## src/mviu_pkg.sv

```systemverilog
// Package for the vectored interrupt unit: register map, field positions,
// reset values, vectors and the core-facing carrier types.
// Assumes an APB slave with 32-bit data and byte addresses four times the index.
// Behaviour
// - Acknowledge clears global enable and the serviced flag.
// - No acknowledge while return stack full.
// - Any pending enabled source wakes power-down.
// - Acknowledge pushes only PC, branches vector.
// - External pin edge, chosen polarity, sets flag.
// - External calls 04H/08H, clear flag, global.
// - Timer 0 overflow flag, vector 0CH.
// - Timer 1 overflow flag, vector 14H.
// - RC converter overflow flag, vector 10H.
// - A/D end flag, vector 18H.
// - Return with reenable sets global enable.
// - Further acknowledges held until reenabled, stack permitting.
// - Requests sampled, serviced on next phase pulse.
// - Fixed priority ext0, ext1, tmr0, rc, tmr1, adc.
// - Global enable clear masks every source.
// - First register enable bits 0-3, bit7 zero.
// - Second register enables bits 0-2, 3,7 zero.
// - Pending flag reads one while active.
// - Software set flag raises interrupt.
// - Status register never saved automatically.
// - Pending stays set until serviced or cleared.
`default_nettype none
package mviu_pkg;

  // Register indices as printed; byte address is four times the index.
  localparam logic [7:0] IDX_IRQ_CTRL_FIRST  = 8'h0B;
  localparam logic [7:0] IDX_IRQ_CTRL_SECOND = 8'h1E;
  localparam logic [7:0] IDX_IRQ_CONFIG      = 8'h30;

  // First control register fields.
  localparam int BIT_GLOBAL_EN = 0;
  localparam int BIT_EXT0_EN   = 1;
  localparam int BIT_EXT1_EN   = 2;
  localparam int BIT_TMR0_EN   = 3;
  localparam int BIT_EXT0_PEND = 4;
  localparam int BIT_EXT1_PEND = 5;
  localparam int BIT_TMR0_PEND = 6;

  // Second control register fields.
  localparam int BIT_RCC_EN    = 0;
  localparam int BIT_TMR1_EN   = 1;
  localparam int BIT_ADC_EN    = 2;
  localparam int BIT_RCC_PEND  = 4;
  localparam int BIT_TMR1_PEND = 5;
  localparam int BIT_ADC_PEND  = 6;

  // Configuration register fields: edge polarity, one means rising.
  localparam int BIT_EXT0_RISE = 0;
  localparam int BIT_EXT1_RISE = 1;

  // Reset values.
  localparam logic [7:0] RST_CTRL_FIRST  = 8'h00;
  localparam logic [7:0] RST_CTRL_SECOND = 8'h00;
  localparam logic [1:0] RST_CONFIG      = 2'h0;

  // Source numbering in priority order, highest first.
  localparam int NUM_SRC  = 6;
  localparam int SRC_EXT0 = 0;
  localparam int SRC_EXT1 = 1;
  localparam int SRC_TMR0 = 2;
  localparam int SRC_RCC  = 3;
  localparam int SRC_TMR1 = 4;
  localparam int SRC_ADC  = 5;

  // Vectors in program memory.
  localparam logic [11:0] VEC_EXT0 = 12'h004;
  localparam logic [11:0] VEC_EXT1 = 12'h008;
  localparam logic [11:0] VEC_TMR0 = 12'h00C;
  localparam logic [11:0] VEC_RCC  = 12'h010;
  localparam logic [11:0] VEC_TMR1 = 12'h014;
  localparam logic [11:0] VEC_ADC  = 12'h018;

  // Request presented to the core.
  typedef struct packed {
    logic        valid;
    logic [2:0]  source;
    logic [11:0] vector;
  } mviu_req_t;

  // Sequencer events from the core.
  typedef struct packed {
    logic phase_two_pulse;
    logic irq_ack;
    logic return_from_irq;
    logic return_plain;
    logic stack_full;
  } mviu_core_t;

endpackage
`default_nettype wire

```

## src/mviu_top.sv

```systemverilog
// Vectored interrupt unit: two control registers, edge detect, priority,
// request sampling on the phase-two strobe and acknowledge handling.
// Assumes the core pushes the program counter and branches on irq_ack.
//
// Chosen here: the APB register port.
`timescale 1ns/1ps
`default_nettype none
module mviu_top
(
  input  wire logic                 pclk,
  input  wire logic                 presetn,
  input  wire logic                 psel,
  input  wire logic                 penable,
  input  wire logic                 pwrite,
  input  wire logic [11:0]          paddr,
  input  wire logic [31:0]          pwdata,
  input  wire logic [3:0]           pstrb,
  output logic                      pready,
  output logic [31:0]               prdata,
  output logic                      pslverr,
  input  wire logic                 ext_irq_pin_zero,
  input  wire logic                 ext_irq_pin_one,
  input  wire logic                 tmr0_overflow,
  input  wire logic                 tmr1_overflow,
  input  wire logic                 rcconv_overflow,
  input  wire logic                 adc_done,
  input  wire mviu_pkg::mviu_core_t core_in,
  output mviu_pkg::mviu_req_t       irq_req,
  output logic                      wake_up
);

  // Register state.
  logic [3:0] first_en_r;
  logic [2:0] second_en_r;
  logic [5:0] pending_r;
  logic [5:0] pending_nxt;
  logic [1:0] config_r;
  logic       pin0_d_r;
  logic       pin1_d_r;
  logic       hist_ok_r;
  mviu_pkg::mviu_req_t req_r;

  // APB decode.
  logic        wr_en;
  logic        rd_en;
  logic [7:0]  idx;
  logic        hit_first;
  logic        hit_second;
  logic        hit_config;
  logic        edge0;
  logic        edge1;
  logic [5:0]  hw_set;
  logic [5:0]  enabled;
  logic [5:0]  ack_clr;

  // Picks the highest-priority set bit of a six-bit vector.
  function automatic logic [2:0] pick_src(input logic [5:0] v);
    logic [2:0] s;
    s = 3'h0;
    for (int i = mviu_pkg::NUM_SRC - 1; i >= 0; i--)
    begin
      if (v[i])
      begin
        s = 3'(i);
      end
    end
    return s;
  endfunction

  // Maps a source number to its program memory vector.
  function automatic logic [11:0] src_vec(input logic [2:0] s);
    logic [11:0] v;
    case (s)
      3'h0:    v = mviu_pkg::VEC_EXT0;
      3'h1:    v = mviu_pkg::VEC_EXT1;
      3'h2:    v = mviu_pkg::VEC_TMR0;
      3'h3:    v = mviu_pkg::VEC_RCC;
      3'h4:    v = mviu_pkg::VEC_TMR1;
      default: v = mviu_pkg::VEC_ADC;
    endcase
    return v;
  endfunction

  // Zero-wait APB slave; any index outside the map answers with an error.
  assign idx        = paddr[9:2];
  assign hit_first  = (idx == mviu_pkg::IDX_IRQ_CTRL_FIRST);
  assign hit_second = (idx == mviu_pkg::IDX_IRQ_CTRL_SECOND);
  assign hit_config = (idx == mviu_pkg::IDX_IRQ_CONFIG);
  assign wr_en      = psel && penable && pwrite && pstrb[0]
                      && (hit_first || hit_second || hit_config);
  assign rd_en      = psel && !penable && !pwrite; // Read data is taken in the setup cycle.
  assign pready     = 1'b1;
  assign pslverr    = psel && penable && !(hit_first || hit_second || hit_config);

  // Edge detection on the external pins with selectable polarity. The first cycle
  // after reset only fills the pin history, so a pin's resting level fakes no edge.
  assign edge0 = hist_ok_r && (config_r[mviu_pkg::BIT_EXT0_RISE] ?
                               (ext_irq_pin_zero && !pin0_d_r) :
                               (!ext_irq_pin_zero && pin0_d_r));
  assign edge1 = hist_ok_r && (config_r[mviu_pkg::BIT_EXT1_RISE] ?
                               (ext_irq_pin_one && !pin1_d_r) :
                               (!ext_irq_pin_one && pin1_d_r));

  // Hardware event vector in priority order.
  always_comb
  begin
    hw_set = 6'h00;
    hw_set[mviu_pkg::SRC_EXT0] = edge0;
    hw_set[mviu_pkg::SRC_EXT1] = edge1;
    hw_set[mviu_pkg::SRC_TMR0] = tmr0_overflow;
    hw_set[mviu_pkg::SRC_RCC]  = rcconv_overflow;
    hw_set[mviu_pkg::SRC_TMR1] = tmr1_overflow;
    hw_set[mviu_pkg::SRC_ADC]  = adc_done;
  end

  // Per-source enable, all gated by the global enable.
  always_comb
  begin
    enabled = 6'h00;
    enabled[mviu_pkg::SRC_EXT0] = first_en_r[mviu_pkg::BIT_EXT0_EN];
    enabled[mviu_pkg::SRC_EXT1] = first_en_r[mviu_pkg::BIT_EXT1_EN];
    enabled[mviu_pkg::SRC_TMR0] = first_en_r[mviu_pkg::BIT_TMR0_EN];
    enabled[mviu_pkg::SRC_RCC]  = second_en_r[mviu_pkg::BIT_RCC_EN];
    enabled[mviu_pkg::SRC_TMR1] = second_en_r[mviu_pkg::BIT_TMR1_EN];
    enabled[mviu_pkg::SRC_ADC]  = second_en_r[mviu_pkg::BIT_ADC_EN];
    enabled = enabled & {6{first_en_r[mviu_pkg::BIT_GLOBAL_EN]}};
  end

  // The acknowledged source loses its flag in the acknowledge cycle.
  always_comb
  begin
    ack_clr = 6'h00;
    if (core_in.irq_ack && req_r.valid)
    begin
      ack_clr[req_r.source] = 1'b1;
    end
  end

  // Pending flags: software write, then acknowledge clear, then hardware set wins.
  always_comb
  begin
    pending_nxt = pending_r;
    if (wr_en && hit_first)
    begin
      pending_nxt[mviu_pkg::SRC_EXT0] = pwdata[mviu_pkg::BIT_EXT0_PEND];
      pending_nxt[mviu_pkg::SRC_EXT1] = pwdata[mviu_pkg::BIT_EXT1_PEND];
      pending_nxt[mviu_pkg::SRC_TMR0] = pwdata[mviu_pkg::BIT_TMR0_PEND];
    end
    if (wr_en && hit_second)
    begin
      pending_nxt[mviu_pkg::SRC_RCC]  = pwdata[mviu_pkg::BIT_RCC_PEND];
      pending_nxt[mviu_pkg::SRC_TMR1] = pwdata[mviu_pkg::BIT_TMR1_PEND];
      pending_nxt[mviu_pkg::SRC_ADC]  = pwdata[mviu_pkg::BIT_ADC_PEND];
    end
    pending_nxt = (pending_nxt & ~ack_clr) | hw_set;
  end

  // Pending flag storage.
  always_ff @(posedge pclk or negedge presetn)
  begin
    if (!presetn)
    begin
      pending_r <= 6'h00;
    end
    else
    begin
      pending_r <= pending_nxt;
    end
  end

  // Global enable: cleared on acknowledge, set by reenabling return.
  always_ff @(posedge pclk or negedge presetn)
  begin
    if (!presetn)
    begin
      first_en_r <= mviu_pkg::RST_CTRL_FIRST[3:0];
    end
    else
    begin
      if (wr_en && hit_first)
      begin
        first_en_r <= pwdata[3:0];
      end
      if (core_in.irq_ack && req_r.valid)
      begin
        first_en_r[mviu_pkg::BIT_GLOBAL_EN] <= 1'b0;
      end
      else if (core_in.return_from_irq)
      begin
        first_en_r[mviu_pkg::BIT_GLOBAL_EN] <= 1'b1;
      end
    end
  end

  // Second register enables and configuration.
  always_ff @(posedge pclk or negedge presetn)
  begin
    if (!presetn)
    begin
      second_en_r <= mviu_pkg::RST_CTRL_SECOND[2:0];
      config_r    <= mviu_pkg::RST_CONFIG;
    end
    else
    begin
      if (wr_en && hit_second)
      begin
        second_en_r <= pwdata[2:0];
      end
      if (wr_en && hit_config)
      begin
        config_r <= pwdata[1:0];
      end
    end
  end

  // Pin history for edge detection.
  always_ff @(posedge pclk or negedge presetn)
  begin
    if (!presetn)
    begin
      pin0_d_r  <= 1'b0;
      pin1_d_r  <= 1'b0;
      hist_ok_r <= 1'b0;
    end
    else
    begin
      pin0_d_r  <= ext_irq_pin_zero;
      pin1_d_r  <= ext_irq_pin_one;
      hist_ok_r <= 1'b1;
    end
  end

  // Request sampled on each phase-two strobe; dropped at acknowledge or mask.
  always_ff @(posedge pclk or negedge presetn)
  begin
    if (!presetn)
    begin
      req_r <= '0;
    end
    else if (core_in.irq_ack && req_r.valid)
    begin
      req_r <= '0;
    end
    else if (core_in.phase_two_pulse)
    begin
      req_r.valid  <= (|(pending_r & enabled)) && !core_in.stack_full;
      req_r.source <= pick_src(pending_r & enabled);
      req_r.vector <= src_vec(pick_src(pending_r & enabled));
    end
    else if (!first_en_r[mviu_pkg::BIT_GLOBAL_EN] || core_in.stack_full)
    begin
      req_r.valid <= 1'b0;
    end
  end

  // The source and vector are offered; the core saves the program counter alone.
  assign irq_req = req_r;

  // Any flagged source with its own enable wakes the core.
  always_ff @(posedge pclk or negedge presetn)
  begin
    if (!presetn)
    begin
      wake_up <= 1'b0;
    end
    else
    begin
      wake_up <= |(pending_r & {second_en_r[2:0], first_en_r[3:1]} & 6'h3F);
    end
  end

  // Read data, reserved bits zero.
  always_ff @(posedge pclk or negedge presetn)
  begin
    if (!presetn)
    begin
      prdata <= 32'h0000_0000;
    end
    else if (rd_en)
    begin
      prdata <= 32'h0000_0000;
      if (hit_first)
      begin
        prdata[7:0] <= {1'b0, pending_r[2:0], first_en_r};
      end
      else if (hit_second)
      begin
        prdata[7:0] <= {1'b0, pending_r[5], pending_r[4], pending_r[3], 1'b0,
                        second_en_r[2:0]};
      end
      else if (hit_config)
      begin
        prdata[1:0] <= config_r;
      end
    end
  end

endmodule
`default_nettype wire
```

## config.mk

```make
export PLATFORM = sky130hd
export DESIGN_NAME = mviu_top
export DESIGN_NICKNAME = d
export VERILOG_FILES = /design/src/mviu_pkg.sv /design/src/mviu_top.sv
export SDC_FILE = /design/constraint.sdc
export NUM_CORES = 1
export LEC_CHECK = 0
export ABC_AREA = 1
export BUFFER_PORTS_ARGS = -buffer_cell sky130_fd_sc_hd__buf_2
export CORE_MARGIN = 5
export CORE_UTILIZATION = 45
export CTS_CLUSTER_SIZE = 14
export DETAILED_ROUTE_END_ITERATION = 8
export GPL_TIMING_DRIVEN = 0
export HOLD_SLACK_MARGIN = 0.05
export PLACE_DENSITY_LB_ADDON = 0.12
export SETUP_SLACK_MARGIN = 0.1
export SLEW_MARGIN = 30
export SYNTH_ARGS = -nofsm -noshare
export SYNTH_HDL_FRONTEND = slang
export SYNTH_SLANG_ARGS = --single-unit
```

## constraint.sdc

```tcl
create_clock -name pclk -period 1.9 [get_ports pclk]
set_input_delay 0.19 -clock pclk [delete_from_list [all_inputs] [get_ports pclk]]
set_output_delay 0.19 -clock pclk [all_outputs]
set_load 0.005 [all_outputs]
```

---- Yosys cells after proc, flatten, opt, wreduce, memory -nomap -nowiden ----
Index checks and enable logic that the tools add are counted.
word-level totals
  output and inout bits ................... 51
  register bits after elaboration ......... 43
cells by class
  bitwise logic cells ..................... 6
  mux-type cells .......................... 27
  reduce and logical (&&, ||, !) cells .... 37
  order comparisons ....................... 2
  eq/ne operators ......................... 7
operators with widths
  operator            count
  $mux 3              10
  $pmux 5 s5          1
  $and 6x6->6         4
  $logic_and 1x1->1   19
  $mux 16             1
  $mux 15             1
  $reduce_or 6->1     2
  $logic_not 1->1     9
  $eq 8x4->1 const B  1
  $eq 8x5->1 const B  1
  $eq 8x6->1 const B  1
  $mux 1              8
  $mux 7              1
  $eq 3x2->1 const B  2
  $mux 6              1
  $not 6->6           1
  $or 6x6->6          1
  $reduce_bool 3->1   2
  $mux 5              1
  $lt 3x4->1 const B  1
  $mux 2              2
  $demux 1 s3         1
  $eq 3x1->1 const B  1
  $eq 3x3->1 const B  1
  4 further kinds     6

---- Longest topological paths before layout ----
  depth in word-level cells ............... 14
  mapped depth ............................ 9
  depth with buffers taken out ............ 9

---- Worst setup path before layout ----
OpenSTA, ideal clock, no wires.
  kind .................................... register to register
  start ................................... reg first_en_r[0]
  end ..................................... reg req_r (netlist bit irq_req[4])
  clock period less this slack ............ 1045 ps
  path slack .............................. 855 ps
  data arrival time ....................... 962 ps
  data required time ...................... 1817 ps
  stages on the path, launching flop included .. 8
  setup time .............................. 83 ps
  cells stage by stage .................... dfrtp_1 > nand3_1 > nand2_1 > inv_1 > nand2_1 > inv_1 > nand2_1 > o21ai_0
on the way
  longest elaborated chain between the ends .. 14
  elaborated cells on any way between the ends .. 18
  classes of those cells .................. 4 x eq/ne; 11 x mux; 2 x bitwise; 1 x reduce/logical
RTL lines
  element                                   RTL line         RTL
  start, declared                           mviu_top.sv:33   logic [3:0] first_en_r;
  start signal, assigned                    mviu_top.sv:176  first_en_r <= mviu_pkg::RST_CTRL_FIRST[3:0];
  start signal, assigned                    mviu_top.sv:182  first_en_r <= pwdata[3:0];
  $and 6x6->6 (*)                           mviu_top.sv:126  enabled = enabled & {6{first_en_r[mviu_pkg::BIT_GLOBAL_EN]}};
  $and 6x6->6 (*)                           mviu_top.sv:248  req_r.vector <= src_vec(pick_src(pending_r & enabled));
  $mux 3 (5 in a row)                       mviu_top.sv:62   if (v[i])
  $mux 3 (*)                                mviu_top.sv:62
  $mux 3 (*)                                mviu_top.sv:244  else if (core_in.phase_two_pulse)
  $mux 3 (*)                                mviu_top.sv:240  else if (core_in.irq_ack && req_r.valid)
  $eq 3x3->1, or another cell as far along  mviu_top.sv:73   case (s)
  $pmux 5 s5 (*)                            mviu_top.sv:73
  $mux 15 (*)                               mviu_top.sv:244
  $mux 16 (*)                               mviu_top.sv:240
  end, declared                             mviu_top.sv:41   mviu_pkg::mviu_req_t req_r;
Mark *: on every way between the ends. The rest lies on a longest branch, timed or not. The select of a mux whose other input is x is not followed.
A chain may end at the register's enable or synchronous reset.

---- Worst setup path after layout ----
  start ................................... in paddr[8]
  end ..................................... out pslverr
on the way
  longest elaborated chain between the ends .. 5
  elaborated cells on any way between the ends .. 7
  classes of those cells .................. 3 x eq/ne; 4 x reduce/logical
RTL lines
  element                                   RTL line                        RTL
  start, declared                           mviu_top.sv:15                  input wire logic [11:0] paddr,
  $eq 8x4->1 or $eq 8x5->1 (tied branches)  mviu_top.sv:86, mviu_top.sv:87
  $logic_or 1x1->1                          mviu_top.sv:93                  assign pslverr = psel && penable && !(hit_first || hit_second || hit_config);
  $logic_or 1x1->1 (*)                      mviu_top.sv:93
  $logic_not 1->1 (*)                       mviu_top.sv:93
  $logic_and 1x1->1 (*)                     mviu_top.sv:93
  end, declared                             mviu_top.sv:20                  output logic pslverr,
Mark *: on every way between the ends. The rest lies on a longest branch, timed or not.

==> results.cfg <==
[yosys]
synth_cell_type_count = 24
ys_ff_latch = 33
yosysSeqAreaShare_pct = 40.7
netlist.area_leader.share_pct = 40.7
synth_top_area_cell = dfrtp_1
syn_inst = 276
synth-main-ff-cell = dfrtp_1
synth_common_cells = 85 x nand2_1, 36 x buf_4, 36 x inv_1
synth_edf_count = 0
avgSynthCellArea_um2 = 7.35
ys_async_sr_fraction_pct = 100
ys_top_cells_by_area = dfrtp_1 41%, nand2_1 16%, buf_4 13%, inv_1 6.7%, nand3_1 5.4%
yosysWarnings = 0
netlist_area_um2 = 2030
yosysMostFrequentCell = nand2_1

[timing]
slew_viol_final = 0
hold_violations = 0
fin_crit_sh_pct = 70.9
worst_pin_slew_ns = 0.714
fin_skew_ns = 0.00228
tns_ns = 0
finalCriticalPeriod_ns = 1.35
setup_ws_ns = 0.553
setup_viol_count_final = 0
relSlewSlack_pct = 52.4
fmax_mhz = 742
rsz0062_at_grt = no

[grt]
grt_pass1_wl_um = 7600
grt_pass1_vias = 1751
gr-usage-all-layers_pct = 15.7
antenna_found_initial = 0
grt_max_degree = 34
overflow = 0

[cells_and_area]
multiInputGateArea_um2 = 897
n_fill_cell = 438
nets = 431
drive_above_1_share_pct = 26.6
antenna_cells = 0
fin_util_pct = 59.5
area.sequential_um2 = 826
fin_area_um2 = 2590
area_growth_pct = 27.8

[worst_setup_path]
critical_path_buf_inv_count = 4
worstPathArrival_ns = 1.16
critical_path.max_stage_delay_ns = 0.25
cp_data_required_time_ns = 1.71
worstSetupEndpointType = output port
critical-path-top-delay-family = buffers and inverters
crit_fanout = 10
start_kind = primary input
cpMostUsedCell = nand2_1
crit_chain = buf_2 > inv_1 > nand2_1 > nor3_1 > buf_4 > nand2_1 > nand2_1 > nor3_1 > buf_2
crit_type = in2out
crit_slowest_cell = nor3_1

[floorplan]
fp.coreArea_um2 = 4350
die-area_um2 = 5950
row_count = 24
ios = 115
dieHeight_um = 77.1
start_util_pct = 46.6
die_w_um = 77.1

[clock_tree]
clock_latency_ns = 0.29
cts_tree = done
clk_path_buf_depth = 2
cts_made_buffers = 5
clockRootBuffer = clkbuf_8
clkTransAtPathRegs_ns = 0.07
clock_sinks = 33
htree_levels = 2

[pwr]
seqPwrFrac_pct = 48.0
p_switching_w = 0.000379
p_per_area_nw_per_um2 = 597
vdd_drop_max_mv = 0.412
internal_power_w = 0.00117
clkPwrFrac_pct = 37.4
p_sw_share_pct = 24.5
p_leak_nw = 1.54
power_frac_comb_pct = 14.6

[placed_design]
placed_area_um2 = 2450
globalplace.congestion = 0.842
dp_hpwl_um = 3700
dp_slack_ns = 0.529
io_buffers = 46

[drt]
drt_iter0_markers = 113
dr.pass1.iters = 4
dr_total_vias = 1824
drc = 0
via_per_inst = 4.34
drt-total-wl_um = 4610
wl_per_cell_um = 11.0
drt.antenna.violating_nets = 0

[outcome]
status = complete, no violations

[job]
drv_cap = 0

[hold_path]
hold_class = in2reg
[final timing paths]
kind	start	end	slack, ns	cells after the start
max	paddr[8]	pslverr	0.55	9
min	adc_done	pending_r[5]	0.09	3
max reg2reg	first_en_r[0]	irq_req[4]	0.55	6
max in group asynchronous	presetn	first_en_r[1]	0.94	2
min reg2reg	prdata[0]	prdata[0]	0.47	2
min in group asynchronous	presetn	wake_up	0.50	2
[worst register-to-register path, stage by stage, from the launching register on]
cell	delay, ns
dfrtp_1	0.50
inv_1	0.10
a21oi_1	0.22
nand2_1	0.10
inv_1	0.08
nand2_1	0.07
o21ai_0	0.19
[kinds of logic (layout without fill, tap and decap cells)]
logic type	count (synthesis)	in the layout	synth area share (%)
DFF	33	33	40.7
and+or+nand+nor	139	139	30.1
AOI/OAI and AO/OA	27	27	7.46
other	2	36	0.370
buffers and inverters	75	133	21.3
[power by group through the flow]
stage                     Sequential, W  Clock (W)  Combinational [W]
final                          0.000743   0.000579           0.000225
after global routing           0.000746   0.000621           0.000259
after CTS                      0.000743   0.000589           0.000225
after detailed placement       0.000757          0           0.000218
after global placement         0.000756          0           0.000216
after floorplan                0.000757          0           0.000133
[placed cells by master (no fill, tap or decap), types with 7 or more instances in the layout]
cell,synthesis,layout
inv_1,36,36
o21ai_0,15,15
buf_2,1,47
conb_1,2,36
clkbuf_8,0,7
nor2_1,17,17
nand3_1,22,22
dfrtp_1,33,33
nand2_1,85,85
buf_4,36,36
[metal layers]
layer | share of wire, % | GRT usage [%] | vias to the layer above
li1 | - | - | 979
met1 | 43 | 19.0 | 786
met2 | 49 | 25.8 | 57
met3 | 7.2 | 4.80 | 2
met4 | 0.56 | 6.01 | 0
met5 | 0 | 0 | -
[stage by stage]
stage	hold slack [ns]	instances	power, W
finish	0.0942	420	0.00155
global route	0.0942	420	0.00163
CTS	0.0883	420	0.00156
detailed placement	0.288	408	0.000975
global placement	0.292	408	0.000972
floorplan	-0.106	310	0.000890
[registers in the layout, summed over array words and instances (netlist names)]
| register | count |
|---|---|
| pin1_d_r | 1 |
| wake_up | 1 |
| pin0_d_r | 1 |
| first_en_r | 4 |
| pending_r | 6 |
| irq_req | 7 |
| prdata | 7 |
| hist_ok_r | 1 |
| second_en_r | 3 |
| config_r | 2 |
[layout make-up]
class	count	share of cell area, %
Buffer	39	11.5
Clock buffer	7	3.72
Clock inverter	1	0.193
Inverter	36	5.21
Multi-Input combinational cell	202	34.6
Sequential cell	33	31.9
Tap cell	52	2.51
Timing Repair Buffer	50	10.4
[repair_timing]
item                                    CTS  global route
gates resized for setup                   0             0
buffers inserted                          0             0
endpoints found under the setup margin    0             0
hold buffers                              4             0
hold endpoints to repair                 36             0
(Power assumes the default switching activity.)
